<file path="src/msd_pkg.sv">
// constants and types shared by the motion stop/start detector
`default_nettype none
package msd_pkg;
  localparam int NUM_AXES = 3;                     // x, y, z
  localparam int AXIS_X   = 0;
  localparam int AXIS_Y   = 1;
  localparam int AXIS_Z   = 2;
  localparam int CODE_W   = 10;                    // converter result width
  localparam int VAL_W    = 11;                    // signed corrected value
  localparam int DIF_W    = 12;                    // difference of two values
  localparam int DEV_W    = 13;                    // direction-signed deviation
  localparam logic signed [VAL_W-1:0] ZERO_G_VAL = 11'h1F4; // code that reads 0 g
  localparam int ONE_G_COUNTS = 137;               // counts per g after correction

  // timing
  localparam int CLK_PERIOD_NS    = 8;
  localparam int SAMPLE_PERIOD_US = 4000;
  localparam int SAMPLE_PERIOD_MS = 4;
  localparam int SAMPLE_CYCLES    = SAMPLE_PERIOD_US * 1000 / CLK_PERIOD_NS;
  localparam int STOP_TIME_MS     = 120;
  localparam int STOP_SAMPLES     = (STOP_TIME_MS + SAMPLE_PERIOD_MS - 1) / SAMPLE_PERIOD_MS;
  localparam int FALL_TIME_MS     = 20;
  localparam int FALL_SAMPLES     = (FALL_TIME_MS + SAMPLE_PERIOD_MS - 1) / SAMPLE_PERIOD_MS;

  // thresholds in counts
  localparam int QUIET_TH    = 20;
  localparam int START_TH    = 30;
  localparam int FALL_MARGIN = 5;

  // per-axis state
  typedef enum logic [1:0] {
    MSD_ST_WAIT = 2'b00,                           // no rest seen yet
    MSD_ST_REST = 2'b01,                           // stopped, baseline valid
    MSD_ST_MOVE = 2'b10,                           // moving, tracking peak
    MSD_ST_PEAK = 2'b11                            // first peak held
  } msd_state_e;

  // physical meaning of a direction
  typedef enum logic [2:0] {
    MSD_MO_NONE  = 3'b000,
    MSD_MO_NEAR  = 3'b001,                         // x plus
    MSD_MO_BACK  = 3'b010,                         // x minus
    MSD_MO_LEFT  = 3'b011,                         // y plus
    MSD_MO_RIGHT = 3'b100,                         // y minus
    MSD_MO_DOWN  = 3'b101,                         // z plus
    MSD_MO_UP    = 3'b110                          // z minus
  } msd_motion_e;

  // raw converter codes of all axes
  typedef struct packed {
    logic [NUM_AXES-1:0][CODE_W-1:0] code;
  } msd_samples_s;

  // per-axis result
  typedef struct packed {
    logic                    stopped;              // level: at rest
    logic                    move_start;           // pulse: movement began
    logic                    dir_neg;              // level: direction minus
    msd_motion_e             motion;               // level: decoded direction
    logic                    peak_done;            // pulse: first peak final
    logic signed [DEV_W-1:0] peak;                 // peak deviation, direction-signed
    logic signed [VAL_W-1:0] baseline;             // rest average
  } msd_axis_out_s;
endpackage : msd_pkg
`default_nettype wire

</file>
<file path="src/msd_tick.sv">
// sample cadence strobe generator
`default_nettype none
module msd_tick #(
  parameter int PERIOD = msd_pkg::SAMPLE_CYCLES    // cycles between strobes
) (
  input  wire logic clk,
  input  wire logic rst_n,
  output var  logic tick                           // one-cycle pulse
);
  import msd_pkg::*;

  localparam int CNT_W = $clog2(PERIOD);
  localparam logic [CNT_W-1:0] LAST = CNT_W'(PERIOD - 1);

  logic [CNT_W-1:0] cnt_q, cnt_d;                  // cycle count in period
  logic             tick_d;

  // wrap the counter and flag the last cycle
  always_comb begin
    tick_d = (cnt_q == LAST);
    cnt_d  = tick_d ? '0 : cnt_q + 1'b1;
  end

  // register only
  always_ff @(posedge clk or negedge rst_n) begin
    if (!rst_n) begin
      cnt_q <= '0;
      tick  <= 1'b0;
    end else begin
      cnt_q <= cnt_d;
      tick  <= tick_d;
    end
  end
endmodule // msd_tick
`default_nettype wire

</file>
<file path="src/msd_top.sv">
// three-axis rest, movement start, direction and first-peak detector
`default_nettype none
module msd_top #(
  parameter int SAMPLE_CYCLES = msd_pkg::SAMPLE_CYCLES, // cycles per sample
  parameter int QUIET_TH      = msd_pkg::QUIET_TH,      // largest quiet step
  parameter int START_TH      = msd_pkg::START_TH,      // least start deviation
  parameter int STOP_SAMPLES  = msd_pkg::STOP_SAMPLES,  // quiet run for rest
  parameter int FALL_SAMPLES  = msd_pkg::FALL_SAMPLES,  // samples below peak
  parameter int FALL_MARGIN   = msd_pkg::FALL_MARGIN    // least drop from peak
) (
  input  wire logic                  clk,
  input  wire logic                  rst_n,
  input  wire msd_pkg::msd_samples_s axis_analog_inputs,
  output var  logic                  sample_strobe,
  output var  msd_pkg::msd_axis_out_s axis_status [msd_pkg::NUM_AXES]
);
  import msd_pkg::*;

  localparam int RUN_W  = $clog2(STOP_SAMPLES + 1);
  localparam int FALL_W = $clog2(FALL_SAMPLES + 1);
  localparam int SUM_W  = VAL_W + RUN_W + 1;
  localparam logic [DIF_W-1:0]        QUIET_LIM = DIF_W'(QUIET_TH);
  localparam logic [DIF_W-1:0]        START_LIM = DIF_W'(START_TH);
  localparam logic signed [DEV_W-1:0] DROP_LIM  = DEV_W'(FALL_MARGIN);
  localparam logic [RUN_W-1:0]        RUN_LAST  = RUN_W'(STOP_SAMPLES - 1);
  localparam logic [FALL_W-1:0]       FALL_LAST = FALL_W'(FALL_SAMPLES - 1);
  localparam logic signed [SUM_W-1:0] STOP_DIV  = SUM_W'(STOP_SAMPLES);

  // magnitude of a signed difference
  function automatic logic [DIF_W-1:0] mag(input logic signed [DIF_W-1:0] v);
    mag = v[DIF_W-1] ? DIF_W'(-v) : v;
  endfunction

  // direction sign to physical motion, per axis
  function automatic msd_motion_e motion_of(input int axis, input logic neg);
    motion_of = MSD_MO_NONE;
    if (axis == AXIS_X) begin
      motion_of = neg ? MSD_MO_BACK : MSD_MO_NEAR;
    end else if (axis == AXIS_Y) begin
      motion_of = neg ? MSD_MO_RIGHT : MSD_MO_LEFT;
    end else begin
      motion_of = neg ? MSD_MO_UP : MSD_MO_DOWN;
    end
  endfunction

  logic tick;                                      // sample cadence pulse

  // fixed sample cadence
  msd_tick #(
    .PERIOD (SAMPLE_CYCLES)
  ) u_tick (
    .clk   (clk),
    .rst_n (rst_n),
    .tick  (tick)
  );

  // sample capture: codes are latched on the strobe, judged one cycle later
  msd_samples_s samp_q, samp_d;
  logic         samp_vld_q, samp_vld_d;

  always_comb begin
    samp_d     = tick ? axis_analog_inputs : samp_q;
    samp_vld_d = tick;
  end

  always_ff @(posedge clk or negedge rst_n) begin
    if (!rst_n) begin
      samp_q     <= '0;
      samp_vld_q <= 1'b0;
    end else begin
      samp_q     <= samp_d;
      samp_vld_q <= samp_vld_d;
    end
  end

  // per-axis state
  logic signed [VAL_W-1:0]  prev_q    [NUM_AXES]; // last sample value
  logic signed [VAL_W-1:0]  prev_d    [NUM_AXES];
  logic                     primed_q  [NUM_AXES]; // a previous sample exists
  logic                     primed_d  [NUM_AXES];
  logic [RUN_W-1:0]         run_q     [NUM_AXES]; // quiet samples so far
  logic [RUN_W-1:0]         run_d     [NUM_AXES];
  logic signed [SUM_W-1:0]  sum_q     [NUM_AXES]; // quiet-run sum
  logic signed [SUM_W-1:0]  sum_d     [NUM_AXES];
  logic signed [VAL_W-1:0]  base_q    [NUM_AXES]; // rest average
  logic signed [VAL_W-1:0]  base_d    [NUM_AXES];
  msd_state_e               state_q   [NUM_AXES];
  msd_state_e               state_d   [NUM_AXES];
  logic                     dir_q     [NUM_AXES]; // 1 = minus
  logic                     dir_d     [NUM_AXES];
  logic signed [DEV_W-1:0]  peak_q    [NUM_AXES]; // largest deviation so far
  logic signed [DEV_W-1:0]  peak_d    [NUM_AXES];
  logic [FALL_W-1:0]        fall_q    [NUM_AXES]; // samples below the peak
  logic [FALL_W-1:0]        fall_d    [NUM_AXES];
  msd_axis_out_s            out_q     [NUM_AXES];
  msd_axis_out_s            out_d     [NUM_AXES];

  // combinational views; all but val_c and start_c are also watched by the checks
  logic signed [VAL_W-1:0]  val_c     [NUM_AXES]; // offset-corrected sample
  logic signed [DIF_W-1:0]  dev_c     [NUM_AXES]; // sample minus baseline
  logic [DIF_W-1:0]         adev_c    [NUM_AXES]; // magnitude of deviation
  logic signed [DEV_W-1:0]  sdev_c    [NUM_AXES]; // deviation along direction
  logic signed [DEV_W-1:0]  drop_c    [NUM_AXES]; // peak minus deviation
  logic                     quiet_c   [NUM_AXES];
  logic                     start_c   [NUM_AXES];
  logic                     stop_c    [NUM_AXES];

  // next-state for all axes; each axis stands alone
  always_comb begin
    for (int a = 0; a < NUM_AXES; a++) begin
      logic signed [DIF_W-1:0] step;
      logic signed [SUM_W-1:0] acc;
      step = '0;
      acc  = '0;
      // zero g reads as zero
      val_c[a]  = $signed({1'b0, samp_q.code[a]}) - ZERO_G_VAL;
      step      = {val_c[a][VAL_W-1], val_c[a]} - {prev_q[a][VAL_W-1], prev_q[a]};
      dev_c[a]  = {val_c[a][VAL_W-1], val_c[a]} - {base_q[a][VAL_W-1], base_q[a]};
      adev_c[a] = mag(dev_c[a]);
      sdev_c[a] = dir_q[a] ? -{dev_c[a][DIF_W-1], dev_c[a]} : {dev_c[a][DIF_W-1], dev_c[a]};
      drop_c[a] = peak_q[a] - sdev_c[a];
      quiet_c[a] = primed_q[a] && (mag(step) <= QUIET_LIM);
      acc        = sum_q[a] + SUM_W'(val_c[a]);
      stop_c[a]  = samp_vld_q && quiet_c[a] && (run_q[a] == RUN_LAST);
      start_c[a] = samp_vld_q && (state_q[a] == MSD_ST_REST) && (adev_c[a] >= START_LIM);

      // hold by default
      prev_d[a]   = prev_q[a];
      primed_d[a] = primed_q[a];
      run_d[a]    = run_q[a];
      sum_d[a]    = sum_q[a];
      base_d[a]   = base_q[a];
      state_d[a]  = state_q[a];
      dir_d[a]    = dir_q[a];
      peak_d[a]   = peak_q[a];
      fall_d[a]   = fall_q[a];

      if (samp_vld_q) begin
        prev_d[a]   = val_c[a];
        primed_d[a] = 1'b1;
        // quiet run bookkeeping; any loud step restarts the run
        if (!quiet_c[a]) begin
          run_d[a] = '0;
          sum_d[a] = '0;
        end else if (stop_c[a]) begin
          run_d[a] = '0;
          sum_d[a] = '0;
          // a start seen on this same sample keeps the old baseline it was measured against
          if (!start_c[a]) begin
            base_d[a]  = VAL_W'(acc / STOP_DIV);
            state_d[a] = MSD_ST_REST;
          end
        end else begin
          run_d[a] = run_q[a] + 1'b1;
          sum_d[a] = acc;
        end

        unique case (state_q[a])
          MSD_ST_WAIT: begin
            // nothing until the first rest
          end
          MSD_ST_REST: begin
            if (start_c[a]) begin
              state_d[a] = MSD_ST_MOVE;
              dir_d[a]   = dev_c[a][DIF_W-1];
              peak_d[a]  = DEV_W'(adev_c[a]);
              fall_d[a]  = '0;
            end
          end
          MSD_ST_MOVE: begin
            if (stop_c[a]) begin
              // movement ended before a peak was confirmed
            end else if (sdev_c[a] > peak_q[a]) begin
              peak_d[a] = sdev_c[a];
              fall_d[a] = '0;
            end else if (sdev_c[a] < peak_q[a]) begin
              if (fall_q[a] != FALL_LAST) begin
                fall_d[a] = fall_q[a] + 1'b1;
              end else if (drop_c[a] >= DROP_LIM) begin
                state_d[a] = MSD_ST_PEAK;
              end else begin
                // slight dip only: restart the wait, peak stays
                fall_d[a] = '0;
              end
            end else begin
              // equal to the peak: neither rising nor falling
            end
          end
          MSD_ST_PEAK: begin
            // peak held until the next rest
          end
        endcase
      end

      // registered view of the axis
      out_d[a].stopped    = (state_d[a] == MSD_ST_REST);
      out_d[a].move_start = start_c[a];
      out_d[a].dir_neg    = dir_d[a];
      out_d[a].motion     = (state_d[a] == MSD_ST_WAIT) ? MSD_MO_NONE : motion_of(a, dir_d[a]);
      out_d[a].peak_done  = samp_vld_q && (state_q[a] == MSD_ST_MOVE) && (state_d[a] == MSD_ST_PEAK);
      out_d[a].peak       = peak_d[a];
      out_d[a].baseline   = base_d[a];
    end
  end

  // register only
  always_ff @(posedge clk or negedge rst_n) begin
    if (!rst_n) begin
      for (int a = 0; a < NUM_AXES; a++) begin
        prev_q[a]   <= '0;
        primed_q[a] <= 1'b0;
        run_q[a]    <= '0;
        sum_q[a]    <= '0;
        base_q[a]   <= '0;
        state_q[a]  <= MSD_ST_WAIT;
        dir_q[a]    <= 1'b0;
        peak_q[a]   <= '0;
        fall_q[a]   <= '0;
        out_q[a]    <= '0;
      end
      sample_strobe <= 1'b0;
    end else begin
      for (int a = 0; a < NUM_AXES; a++) begin
        prev_q[a]   <= prev_d[a];
        primed_q[a] <= primed_d[a];
        run_q[a]    <= run_d[a];
        sum_q[a]    <= sum_d[a];
        base_q[a]   <= base_d[a];
        state_q[a]  <= state_d[a];
        dir_q[a]    <= dir_d[a];
        peak_q[a]   <= peak_d[a];
        fall_q[a]   <= fall_d[a];
        out_q[a]    <= out_d[a];
      end
      sample_strobe <= samp_vld_q;
    end
  end

  assign axis_status = out_q;

  // helper for the cadence check: cycles since the last strobe, saturating
  localparam int GAP_W = $clog2(SAMPLE_CYCLES + 1);
  logic [GAP_W-1:0] gap_q;                         // cycles since the last strobe
  logic [GAP_W-1:0] gap_d;
  logic             seen_q;                        // a strobe was seen since reset
  logic             seen_d;

  // next values: restart on a strobe, stop at one full period so a lost strobe cannot wrap
  always_comb begin
    gap_d = gap_q;
    if (tick) begin
      gap_d = '0;
    end else if (gap_q != GAP_W'(SAMPLE_CYCLES)) begin
      gap_d = gap_q + 1'b1;
    end
    seen_d = seen_q | tick;
  end

  // register only
  always_ff @(posedge clk or negedge rst_n) begin
    if (!rst_n) begin
      gap_q  <= '0;
      seen_q <= 1'b0;
    end else begin
      gap_q  <= gap_d;
      seen_q <= seen_d;
    end
  end

  sample_gap_a: assert property (@(posedge clk) disable iff (!rst_n)
    (tick && seen_q) |-> (gap_q == GAP_W'(SAMPLE_CYCLES - 1)))
    else $error("sample strobe spacing wrong");

  sample_capture_a: assert property (@(posedge clk) disable iff (!rst_n)
    tick |=> (samp_vld_q && (samp_q == $past(axis_analog_inputs))))
    else $error("sample not captured on strobe");

  for (genvar g = 0; g < NUM_AXES; g++) begin : g_chk
    stop_decl_a: assert property (@(posedge clk) disable iff (!rst_n)
      $rose(out_q[g].stopped) |-> ($past(quiet_c[g]) && ($past(run_q[g]) == RUN_LAST)))
      else $error("rest declared without full quiet run");

    start_rest_a: assert property (@(posedge clk) disable iff (!rst_n)
      out_q[g].move_start |-> ($past(state_q[g]) == MSD_ST_REST) && (state_q[g] == MSD_ST_MOVE))
      else $error("movement start not from rest");

    start_level_a: assert property (@(posedge clk) disable iff (!rst_n)
      out_q[g].move_start |-> ($past(adev_c[g]) >= START_LIM))
      else $error("movement start below threshold");

    start_dir_a: assert property (@(posedge clk) disable iff (!rst_n)
      out_q[g].move_start |-> (out_q[g].dir_neg == $past(dev_c[g][DIF_W-1])))
      else $error("direction does not follow deviation sign");

    motion_map_a: assert property (@(posedge clk) disable iff (!rst_n)
      (out_q[g].move_start && !out_q[g].dir_neg) |->
        (out_q[g].motion == ((g == AXIS_X) ? MSD_MO_NEAR : (g == AXIS_Y) ? MSD_MO_LEFT : MSD_MO_DOWN)))
      else $error("motion decode wrong");

    peak_track_a: assert property (@(posedge clk) disable iff (!rst_n)
      (samp_vld_q && (state_q[g] == MSD_ST_MOVE) && !stop_c[g] && (sdev_c[g] > peak_q[g]))
        |=> (peak_q[g] == $past(sdev_c[g])) && (fall_q[g] == '0))
      else $error("peak not tracked");

    peak_final_a: assert property (@(posedge clk) disable iff (!rst_n)
      out_q[g].peak_done |-> (($past(fall_q[g]) == FALL_LAST) && ($past(drop_c[g]) >= DROP_LIM)))
      else $error("peak confirmed too early or too small");
  end
endmodule // msd_top
`default_nettype wire

</file>
<file path="config.mk">
export PLATFORM = sky130hd
export DESIGN_NAME = msd_top
export DESIGN_NICKNAME = d
export VERILOG_FILES = /design/src/msd_pkg.sv /design/src/msd_tick.sv /design/src/msd_top.sv
export SDC_FILE = /design/constraint.sdc
export NUM_CORES = 1
export LEC_CHECK = 0
export BUFFER_PORTS_ARGS = -buffer_cell sky130_fd_sc_hd__buf_2
export CAP_MARGIN = 20
export CORE_AREA = 2 2 225 227
export DETAILED_ROUTE_END_ITERATION = 8
export DIE_AREA = 0 0 227 229
export MAX_ROUTING_LAYER = met4
export PLACE_DENSITY = 0.74
export SKIP_CTS_REPAIR_TIMING = 1
export SLEW_MARGIN = 20
export SYNTH_ARGS = -nofsm -noshare
export SYNTH_HDL_FRONTEND = slang
export SYNTH_SLANG_ARGS = --single-unit
export TNS_END_PERCENT = 10
</file>
<file path="constraint.sdc">
create_clock -name clk -period 7.92 [get_ports clk]
set_input_delay 1.584 -clock clk [delete_from_list [all_inputs] [get_ports clk]]
set_output_delay 1.584 -clock clk [all_outputs]
set_load 0.02 [all_outputs]
</file>
# Word level (Yosys, flattened, before mapping)
# Cells that the tools add are included.
# op_classes
addsub	31
mul	0
n_div	3
n_lt_le_gt_ge	15
n_eq_ne	34
n_shift	0
muxes	103
bitwise	3
n_reduce_logical	36
# ops
cell	n
2-to-1 mux 13 bit	12
2-to-1 mux 17 bit	6
one-hot mux 13 bit (2 select lines)	3
2-to-1 mux 12 bit	6
negator 12 bit	6
subtractor 11 x 11 -> 12 bit	6
2-to-1 mux 2 bit	33
2-to-1 mux 3 bit	21
adder 17 x 11 -> 17 bit	3
divider 17 x 6 -> 17 bit, second input constant	3
greater-or-equal comparator 13 x 4 -> 1 bit, second input constant	3
greater-than comparator 13 bit	3
less-than comparator 13 bit	3
negator 13 bit	3
subtractor 13 bit	3
greater-or-equal comparator 12 x 5 -> 1 bit, second input constant	3
<= comparator 12 x 5 -> 1 bit, second input constant	3
subtractor 10 x 9 -> 11 bit, second input constant	3
2-to-1 mux 5 bit	6
logical AND 1 bit	21
adder 19 x 1 -> 19 bit, second input constant	1
equality test 19 bit, second input constant	1
2-to-1 mux 19 bit	1
!= test 2 bit, second input constant	9
16 further kinds	63
# word_totals
reg_bits	259
latch_bits	0
ram_bits	0
rom_bits	0
inputBits	32
output_inout_bits	94
elab_cells	269
mem_count	0

# Depth between registers and ports, before layout
# Gate-level depths: netlist (run 1).
# logic_depth
depth_word	19
depth_mapped	42
mapped_depth_nobuf	39

# By module
# Synthesis (run 1) repeated with hierarchy kept, for this count alone.
# hier_totals
hier_cells	3362
hier_area_um2	27602.7
# modules_own_cells
mod	instances	cells_per_inst	area_each_um2
msd_top	1	3276	26660.6
msd_tick	1	86	942.2

# Worst setup path after synthesis (run 1)
# OpenSTA, ideal clock, no wires.
# synth_path
path_type	register -> register
startpoint	register samp_q[22] in the netlist's numbering
endpoint	register out_q (netlist bit axis_status[8])
setup_time_ps	135
arrival_ps	8556
slack_ps	-771
stages_incl_launch_ff	40
n_path_buf	2
period_less_slack_ps	8691
path_cell_list	dfrtp_1 -> inv_1 -> ha_1 -> nor3_1 -> a21oi_1 -> ha_1 -> clkbuf_1 -> nand3_1 -> or4_1 -> a21oi_2 -> xor2_2 -> a2111oi_0 -> a31oi_1 -> o211ai_1 -> a22oi_2 -> a2111oi_2 -> o21ai_1 -> a2111oi_0 -> [... 4 more ...] -> o31a_1 -> o2bb2ai_1 -> o311a_1 -> nor2_1 -> a21boi_1 -> a21o_1 -> ha_1 -> xnor2_1 -> xnor2_1 -> nor4b_1 -> o32ai_1 -> nand3_1 -> nand2_1 -> ha_1 -> nand2_1 -> o31ai_1 -> xor2_1 -> o21ai_0
# synth_rtl
element	line_no	source
from (decl)	msd_top.sv:58	msd_samples_s samp_q, samp_d;
from (signal assigned)	msd_top.sv:71	samp_q <= samp_d;
to (signal, indexed assignment)	msd_top.sv:233	out_q[a] <= out_d[a];
to (decl)	msd_top.sv:95	msd_axis_out_s out_q [NUM_AXES];

==> results of run 1 <==
[logic make-up after synthesis]
logic type / after synthesis / share of synthesized area (%)
xor gates and xnor gates: 319 / 10.52
buffers and inverters: 285 / 4.126
adders and majority gates: 205 / 9.793
other: 1 / 0.01386
muxes: 89 / 3.539
DFF: 258 / 23.87
and+or+nand+nor: 1050 / 19.44
AOI/OAI and AO/OA: 1078 / 28.70
[metrics by stage]
stage | cell area (um2) | setup slack (ns)
finish | 36970 | -1.128
global route | 36970 | -1.506
CTS | 34610 | -1.077
detailed placement | 33530 | -1.051
global placement | 33530 | -0.7919
floorplan | 27370 | -0.3243
[flip-flops by register name, summed over array words and instances, names as in the netlist, 6 cells and up]
register and count:
state_q 6, fall_q 9, axis_status 91, sum_q 51
samp_q 30, u_tick.cnt_q 19, prev_q 33, run_q 15
[cells in the final DEF (no fill, tap or decap), types with 19 or more instances in the layout]
cell / Yosys / routed
or2_2: 22 / 20
nor2b_1: 48 / 48
mux2i_1: 47 / 43
o21ai_1: 35 / 43
o2bb2ai_1: 48 / 48
nand2b_1: 27 / 27
xor2_1: 113 / 104
o21a_1: 30 / 27
and2_1: 26 / 21
a21o_1: 103 / 101
a31oi_1: 37 / 32
a21oi_2: 7 / 21
clkbuf_16: 0 / 31
and3_1: 29 / 21
nor2_1: 251 / 231
inv_1: 192 / 187
nor4_1: 31 / 24
nor3_1: 76 / 61
nand2_1: 267 / 260
a21oi_1: 192 / 171
nand3_1: 108 / 102
o211ai_1: 28 / 28
buf_2: 16 / 126
mux2_2: 40 / 38
nand4_1: 44 / 44
buf_4: 5 / 736
xnor2_2: 3 / 19
ha_1: 190 / 167
or3_1: 34 / 30
dfrtp_1: 258 / 254
a211oi_1: 34 / 22
o21ai_0: 209 / 187
o21bai_1: 23 / 22
xnor2_1: 199 / 179
[power by group through the flow]
stage          sequential, uW  combinational (uW)  clock, uW
2_1_floorplan            1340               0.872          0
3_3_place_gp             1340                39.8          0
3_5_place_dp             1340                40.8          0
4_1_cts                  1320                40.9       1540
5_1_grt                  1320                44.6       1590
6_report                 1320                38.9       1510
[worst register-to-register path: cells and delay by family, from the launching register on]
family | cells | cell delay (ns)
XOR/XNOR | 4 | 0.73
buffers and inverters | 8 | 1.12
flip-flops | 1 | 0.42
AO/OA/AOI/OAI | 19 | 4.35
adder cells (fa/ha/maj) | 4 | 0.77
AND/OR/NAND/NOR | 10 | 1.52
[per-layer routing]
layer  GRT usage [%]  vias up
met5               -        -
met4           10.46        0
met3           4.375      209
met2           53.21      829
met1           40.83    14017
li1                -    13868
[path summary, 6_finish.rpt]
path	from	endpoint	slack, ns	cells past startpoint
worst max-delay path	samp_q[22]	axis_status[4]	-1.13	45
worst min-delay path	primed_q[0]	primed_q[0]	0.48	1
worst max register to register	samp_q[22]	axis_status[4]	-1.13	45
worst min register to register	primed_q[0]	primed_q[0]	0.48	1
max in group asynchronous	rst_n	samp_q[24]	5.51	2
min in group asynchronous	rst_n	axis_status[46]	0.92	1
[area by class of cell]
| class | count | area share, % |
|---|---|---|
| antenna | 3 | 0.02031 |
| clock buffer | 34 | 2.183 |
| clock inverter | 24 | 0.7445 |
| inverter | 192 | 1.949 |
| multi-input combinational | 2742 | 58.09 |
| sequential | 258 | 17.48 |
| tap | 672 | 2.274 |
| timing repair buffer | 877 | 17.26 |
==> flow_metrics.env, run 1 <==
export IMPL_final_cell_count_no_fill=4802
export IMPL_grt_total_usage_pct=32.27
export IMPL_gp_congestion=0.9398
export IMPL_synthFlopType="dfrtp_1"
export IMPL_crit_fanout=5
export IMPL_fin_skew_ns=0.02806
export IMPL_slowest_delay_ns=0.42
export IMPL_timing_hold_ws_ns=0.4751
export IMPL_syn_inst=3285
export IMPL_clkPwrFrac_pct=52.7
export IMPL_finalPower_uw=2869
export IMPL_required_ns=8.37
export IMPL_hold_class="reg2reg"
export IMPL_p_seq_share_pct=45.9
export IMPL_vias=28923
export IMPL_dp_cells=4658
export IMPL_worstPathArrival_ns=9.50
export IMPL_wl_met3_um=4580
export IMPL_synth_top_area_share_pct=23.87
export IMPL_maxCapViolCount=0
export IMPL_yosysSeqAreaShare_pct=23.87
export IMPL_cts_sinks=258
export IMPL_ir_worst_vdd_mv=0.1623
export IMPL_cp_end_kind="flop"
export IMPL_p_sw_uw=689.0
export IMPL_drc_errors=0
export IMPL_drtPass1Iterations=7
export IMPL_fillers=3716
export IMPL_critPathSlowestCell="dfrtp_1"
export IMPL_wl_met2_um=42120
export IMPL_worst_pin_slew_ns=1.065
export IMPL_cp_start_kind="flop"
export IMPL_multi_input_area_um2=21480
export IMPL_die_h_um=229
export IMPL_highest_layer="met4"
export IMPL_post_drt_wl_per_cell_um=18.15
export IMPL_hpwl_um=65280
export IMPL_ys_async_sr_fraction_pct=100.0
export IMPL_p_comb_share_pct=1.4
export IMPL_syn2layout_area_growth_pct=36.69
export IMPL_finalCriticalPeriod_ns=9.048
export IMPL_drt_total_wl_um=87150
export IMPL_cts_tree="built"
export IMPL_ys_types=128
export IMPL_hold_viol=0
export IMPL_die_area_um2=51980
export IMPL_core_area_um2=49660
export IMPL_leakage_uw=0.01696
export IMPL_finalSetupViolations=33
export IMPL_fin_ws_ns=-1.128
export IMPL_grt_max_degree=178
export IMPL_numPortBuffers=124
export IMPL_initial_utilization_pct=54.47
export IMPL_row_count=82
export IMPL_nets=4336
export IMPL_grt_pass1_wl_um=136200
export IMPL_synth_top_area_cell="dfrtp_1"
export IMPL_clk_pin_slew_ns=0.06
export IMPL_crit_top_cell="buf_4"
export IMPL_slew_headroom_pct=28.99
export IMPL_wl_met1_um=37530
export IMPL_violations="negative setup slack"
export IMPL_p_per_area_nw_per_um2=77.60
export IMPL_cts_htree_levels=1
export IMPL_overflow=0
export IMPL_cts_buffers=31
export IMPL_grt_pass1_vias=27822
export IMPL_cts_root_buffer="clkbuf_16"
export IMPL_p_int_uw=2180
export IMPL_syn_num_nets=3519
export IMPL_rsz0062_at_grt="true"
export IMPL_utilization_pct=74.45
export IMPL_clockBufferDepth=3
export IMPL_viasPerCell=6.023
export IMPL_ant_nets=0
export IMPL_synth_edff_count=0
export IMPL_fin_crit_sh_pct=114.2
export IMPL_ys_ff_latch=258
export IMPL_worstSkewPairLatency_ns=0.61
export IMPL_syn_area_per_cell_um2=8.234
export IMPL_cp_num_buf_inv=8
export IMPL_crit_type="reg2reg"
export IMPL_fmax_mhz=110.5
export IMPL_setup_tns_ns=-17.04
export IMPL_outcome="finished, violations left"
export IMPL_yosys_warnings=0
export IMPL_synth_most_common_cell="nand2_1"
export IMPL_path_delay_family="compound AO/OA/AOI/OAI gates"
export IMPL_netlist_area_um2=27050
export IMPL_switching_share_pct=24.01
export IMPL_antenna_found_initial=2
export IMPL_initialDrtViolationCount=1979
export IMPL_fp_dieW_um=227
export IMPL_io_pin_count=126
export IMPL_report_final_slew_viol_count=0
export IMPL_final_seq_area_um2=6461
export IMPL_drive_gt1_share_pct=33.29
export IMPL_synth_area_top_cells="dfrtp_1 24%, ha_1 8.8%, xnor2_1 6.4%"
export IMPL_yosys_top_cells_count="267 x nand2_1, 258 x dfrtp_1, 251 x nor2_1"
Note: power is estimated with default switching activity, not from simulation.
==> inputs of run 2 (changes only) <==
--- a/config.mk
+++ b/config.mk
@@ -7,11 +7,11 @@
 export LEC_CHECK = 0
 export BUFFER_PORTS_ARGS = -buffer_cell sky130_fd_sc_hd__buf_2
 export CAP_MARGIN = 20
-export CORE_AREA = 2 2 225 227
+export CORE_AREA = 2 2 249 251
 export DETAILED_ROUTE_END_ITERATION = 8
-export DIE_AREA = 0 0 227 229
+export DIE_AREA = 0 0 251 253
 export MAX_ROUTING_LAYER = met4
-export PLACE_DENSITY = 0.74
+export PLACE_DENSITY = 0.62
 export SKIP_CTS_REPAIR_TIMING = 1
 export SLEW_MARGIN = 20
 export SYNTH_ARGS = -nofsm -noshare
==> flow_metrics.env, run 2 (same netlist as run 1, synthesis figures left out) <==
export IMPL_outcome="finished, violations left"
export IMPL_violations="negative setup slack"
export IMPL_grt_total_usage_pct=24.88
export IMPL_place_area_um2=33530
export IMPL_crit_top_cell="buf_4"
export IMPL_die_h_um=253
export IMPL_fp_dieW_um=251
export IMPL_cts_sinks=258
export IMPL_hold_viol=0
export IMPL_required_ns=8.32
export IMPL_hold_class="reg2reg"
export IMPL_p_sw_uw=674.5
export IMPL_drt_total_wl_um=80760
export IMPL_worstSkewPairLatency_ns=0.55
export IMPL_final_common_cell="buf_4"
export IMPL_critPathSlowestCell="or4_4"
export IMPL_drtPass1Iterations=5
export IMPL_fin_crit_sh_pct=111.0
export IMPL_fin_skew_ns=0.02122
export IMPL_maxCapViolCount=0
export IMPL_p_int_uw=2356
export IMPL_timing_hold_ws_ns=0.4574
export IMPL_syn2layout_area_growth_pct=34.50
export IMPL_grt_max_degree=76
export IMPL_slowest_delay_ns=0.45
export IMPL_worst_pin_slew_ns=1.013
export IMPL_cts_tree="built"
export IMPL_report_final_slew_viol_count=0
export IMPL_finalCriticalPeriod_ns=8.790
export IMPL_p_comb_share_pct=1.3
export IMPL_viasPerCell=5.645
export IMPL_numPortBuffers=124
export IMPL_ant_nets=0
export IMPL_cp_end_kind="flop"
export IMPL_switching_share_pct=22.26
export IMPL_final_cell_mix="694 x buf_4, 261 x nand2_1, 255 x dfrtp_1"
export IMPL_cp_num_buf_inv=5
export IMPL_worstPathArrival_ns=9.19
export IMPL_crit_fanout=7
export IMPL_initialDrtViolationCount=1416
export IMPL_finalSetupViolations=33
export IMPL_ir_worst_vdd_mv=0.1871
export IMPL_crit_type="reg2reg"
export IMPL_grt_pass1_vias=26000
export IMPL_path_delay_family="compound AO/OA/AOI/OAI gates"
export IMPL_nets=4299
export IMPL_row_count=91
export IMPL_overflow=0
export IMPL_fin_ws_ns=-0.8700
export IMPL_grt_pass1_wl_um=128900
export IMPL_cts_buffers=35
export IMPL_post_drt_wl_per_cell_um=16.54
export IMPL_p_per_area_nw_per_um2=83.30
export IMPL_io_pin_count=126
export IMPL_hpwl_um=61290
export IMPL_die_area_um2=63500
export IMPL_cts_root_buffer="clkbuf_16"
export IMPL_drive_gt1_share_pct=30.83
export IMPL_leakage_uw=0.01670
export IMPL_initial_utilization_pct=44.32
export IMPL_p_seq_share_pct=43.5
export IMPL_vias=27564
export IMPL_cts_htree_levels=2
export IMPL_rsz0062_at_grt="true"
export IMPL_antenna_found_initial=4
export IMPL_fmax_mhz=113.8
export IMPL_dp_slack_ns=-0.8489
export IMPL_clkPwrFrac_pct=55.2
export IMPL_gp_congestion=0.9176
export IMPL_drc_errors=0
export IMPL_core_area_um2=61030
export IMPL_design_area_um2=36380
export IMPL_clockBufferDepth=3
export IMPL_clk_pin_slew_ns=0.05
export IMPL_slew_headroom_pct=30.54
export IMPL_largest_reg_flops=91
export IMPL_cp_start_kind="flop"
export IMPL_utilization_pct=59.61
export IMPL_finalPower_uw=3030
## run 2: routing by layer
metal  global-route usage [%]  share of wire [%]  vias up
met1                    32.76                 47    13146
met5                        -                  0        -
met2                    41.54                 48      524
li1                         -                  -    13793
met4                    5.085                1.6        0
met3                    2.601                3.6      101
## run 2: per-stage QoR
step           cells  setup TNS (ns)
4_1_cts         4822          -17.02
3_5_place_dp    4760          -15.58
3_3_place_gp    4760          -12.96
2_1_floorplan   3285          -3.923
6_report        4883          -13.26
5_1_grt         4883          -27.63
## run 2: worst paths after layout
kind / cells past startpoint / startpoint / end / slack [ns]
worst min-delay path: 1 / u_tick.cnt_q[0] / u_tick.cnt_q[0] / 0.46
worst max register to register: 43 / samp_q[23] / axis_status[4] / -0.87
max in group asynchronous: 2 / rst_n / samp_q[14] / 5.63
worst max-delay path: 43 / samp_q[23] / axis_status[4] / -0.87
worst min register to register: 1 / u_tick.cnt_q[0] / u_tick.cnt_q[0] / 0.46
min in group asynchronous: 1 / rst_n / axis_status[79] / 0.95
## run 2: power by group through the flow
stage               Clock (uW)  Sequential, uW  Combinational [uW]
finish                    1670            1320                38.7
global route              1770            1320                45.4
CTS                       1720            1320                41.2
detailed placement           0            1340                41.1
global placement             0            1340                41.0
floorplan                    0            1340               0.872
## run 2: cell type report
cell class                 count  area, um2
timing repair buffer         835       6052
clock buffer                  46      967.2
multi-input combinational   2743      20950
tap                          790      988.4
inverter                     192      720.7
clock inverter                16      239.0
fill                        5538      24650
sequential                   258       6460
antenna                        3      7.507
## run 2: worst reg2reg max path, delay by kind of cell, from the launching register on
kind,cells,cell delay (ns)
buffers and inverters,5,0.70
AOI/OAI and AO/OA,17,3.98
adders and majority gates,4,0.89
xor gates and xnor gates,5,0.84
and+or+nand+nor,12,1.83
DFF,1,0.39
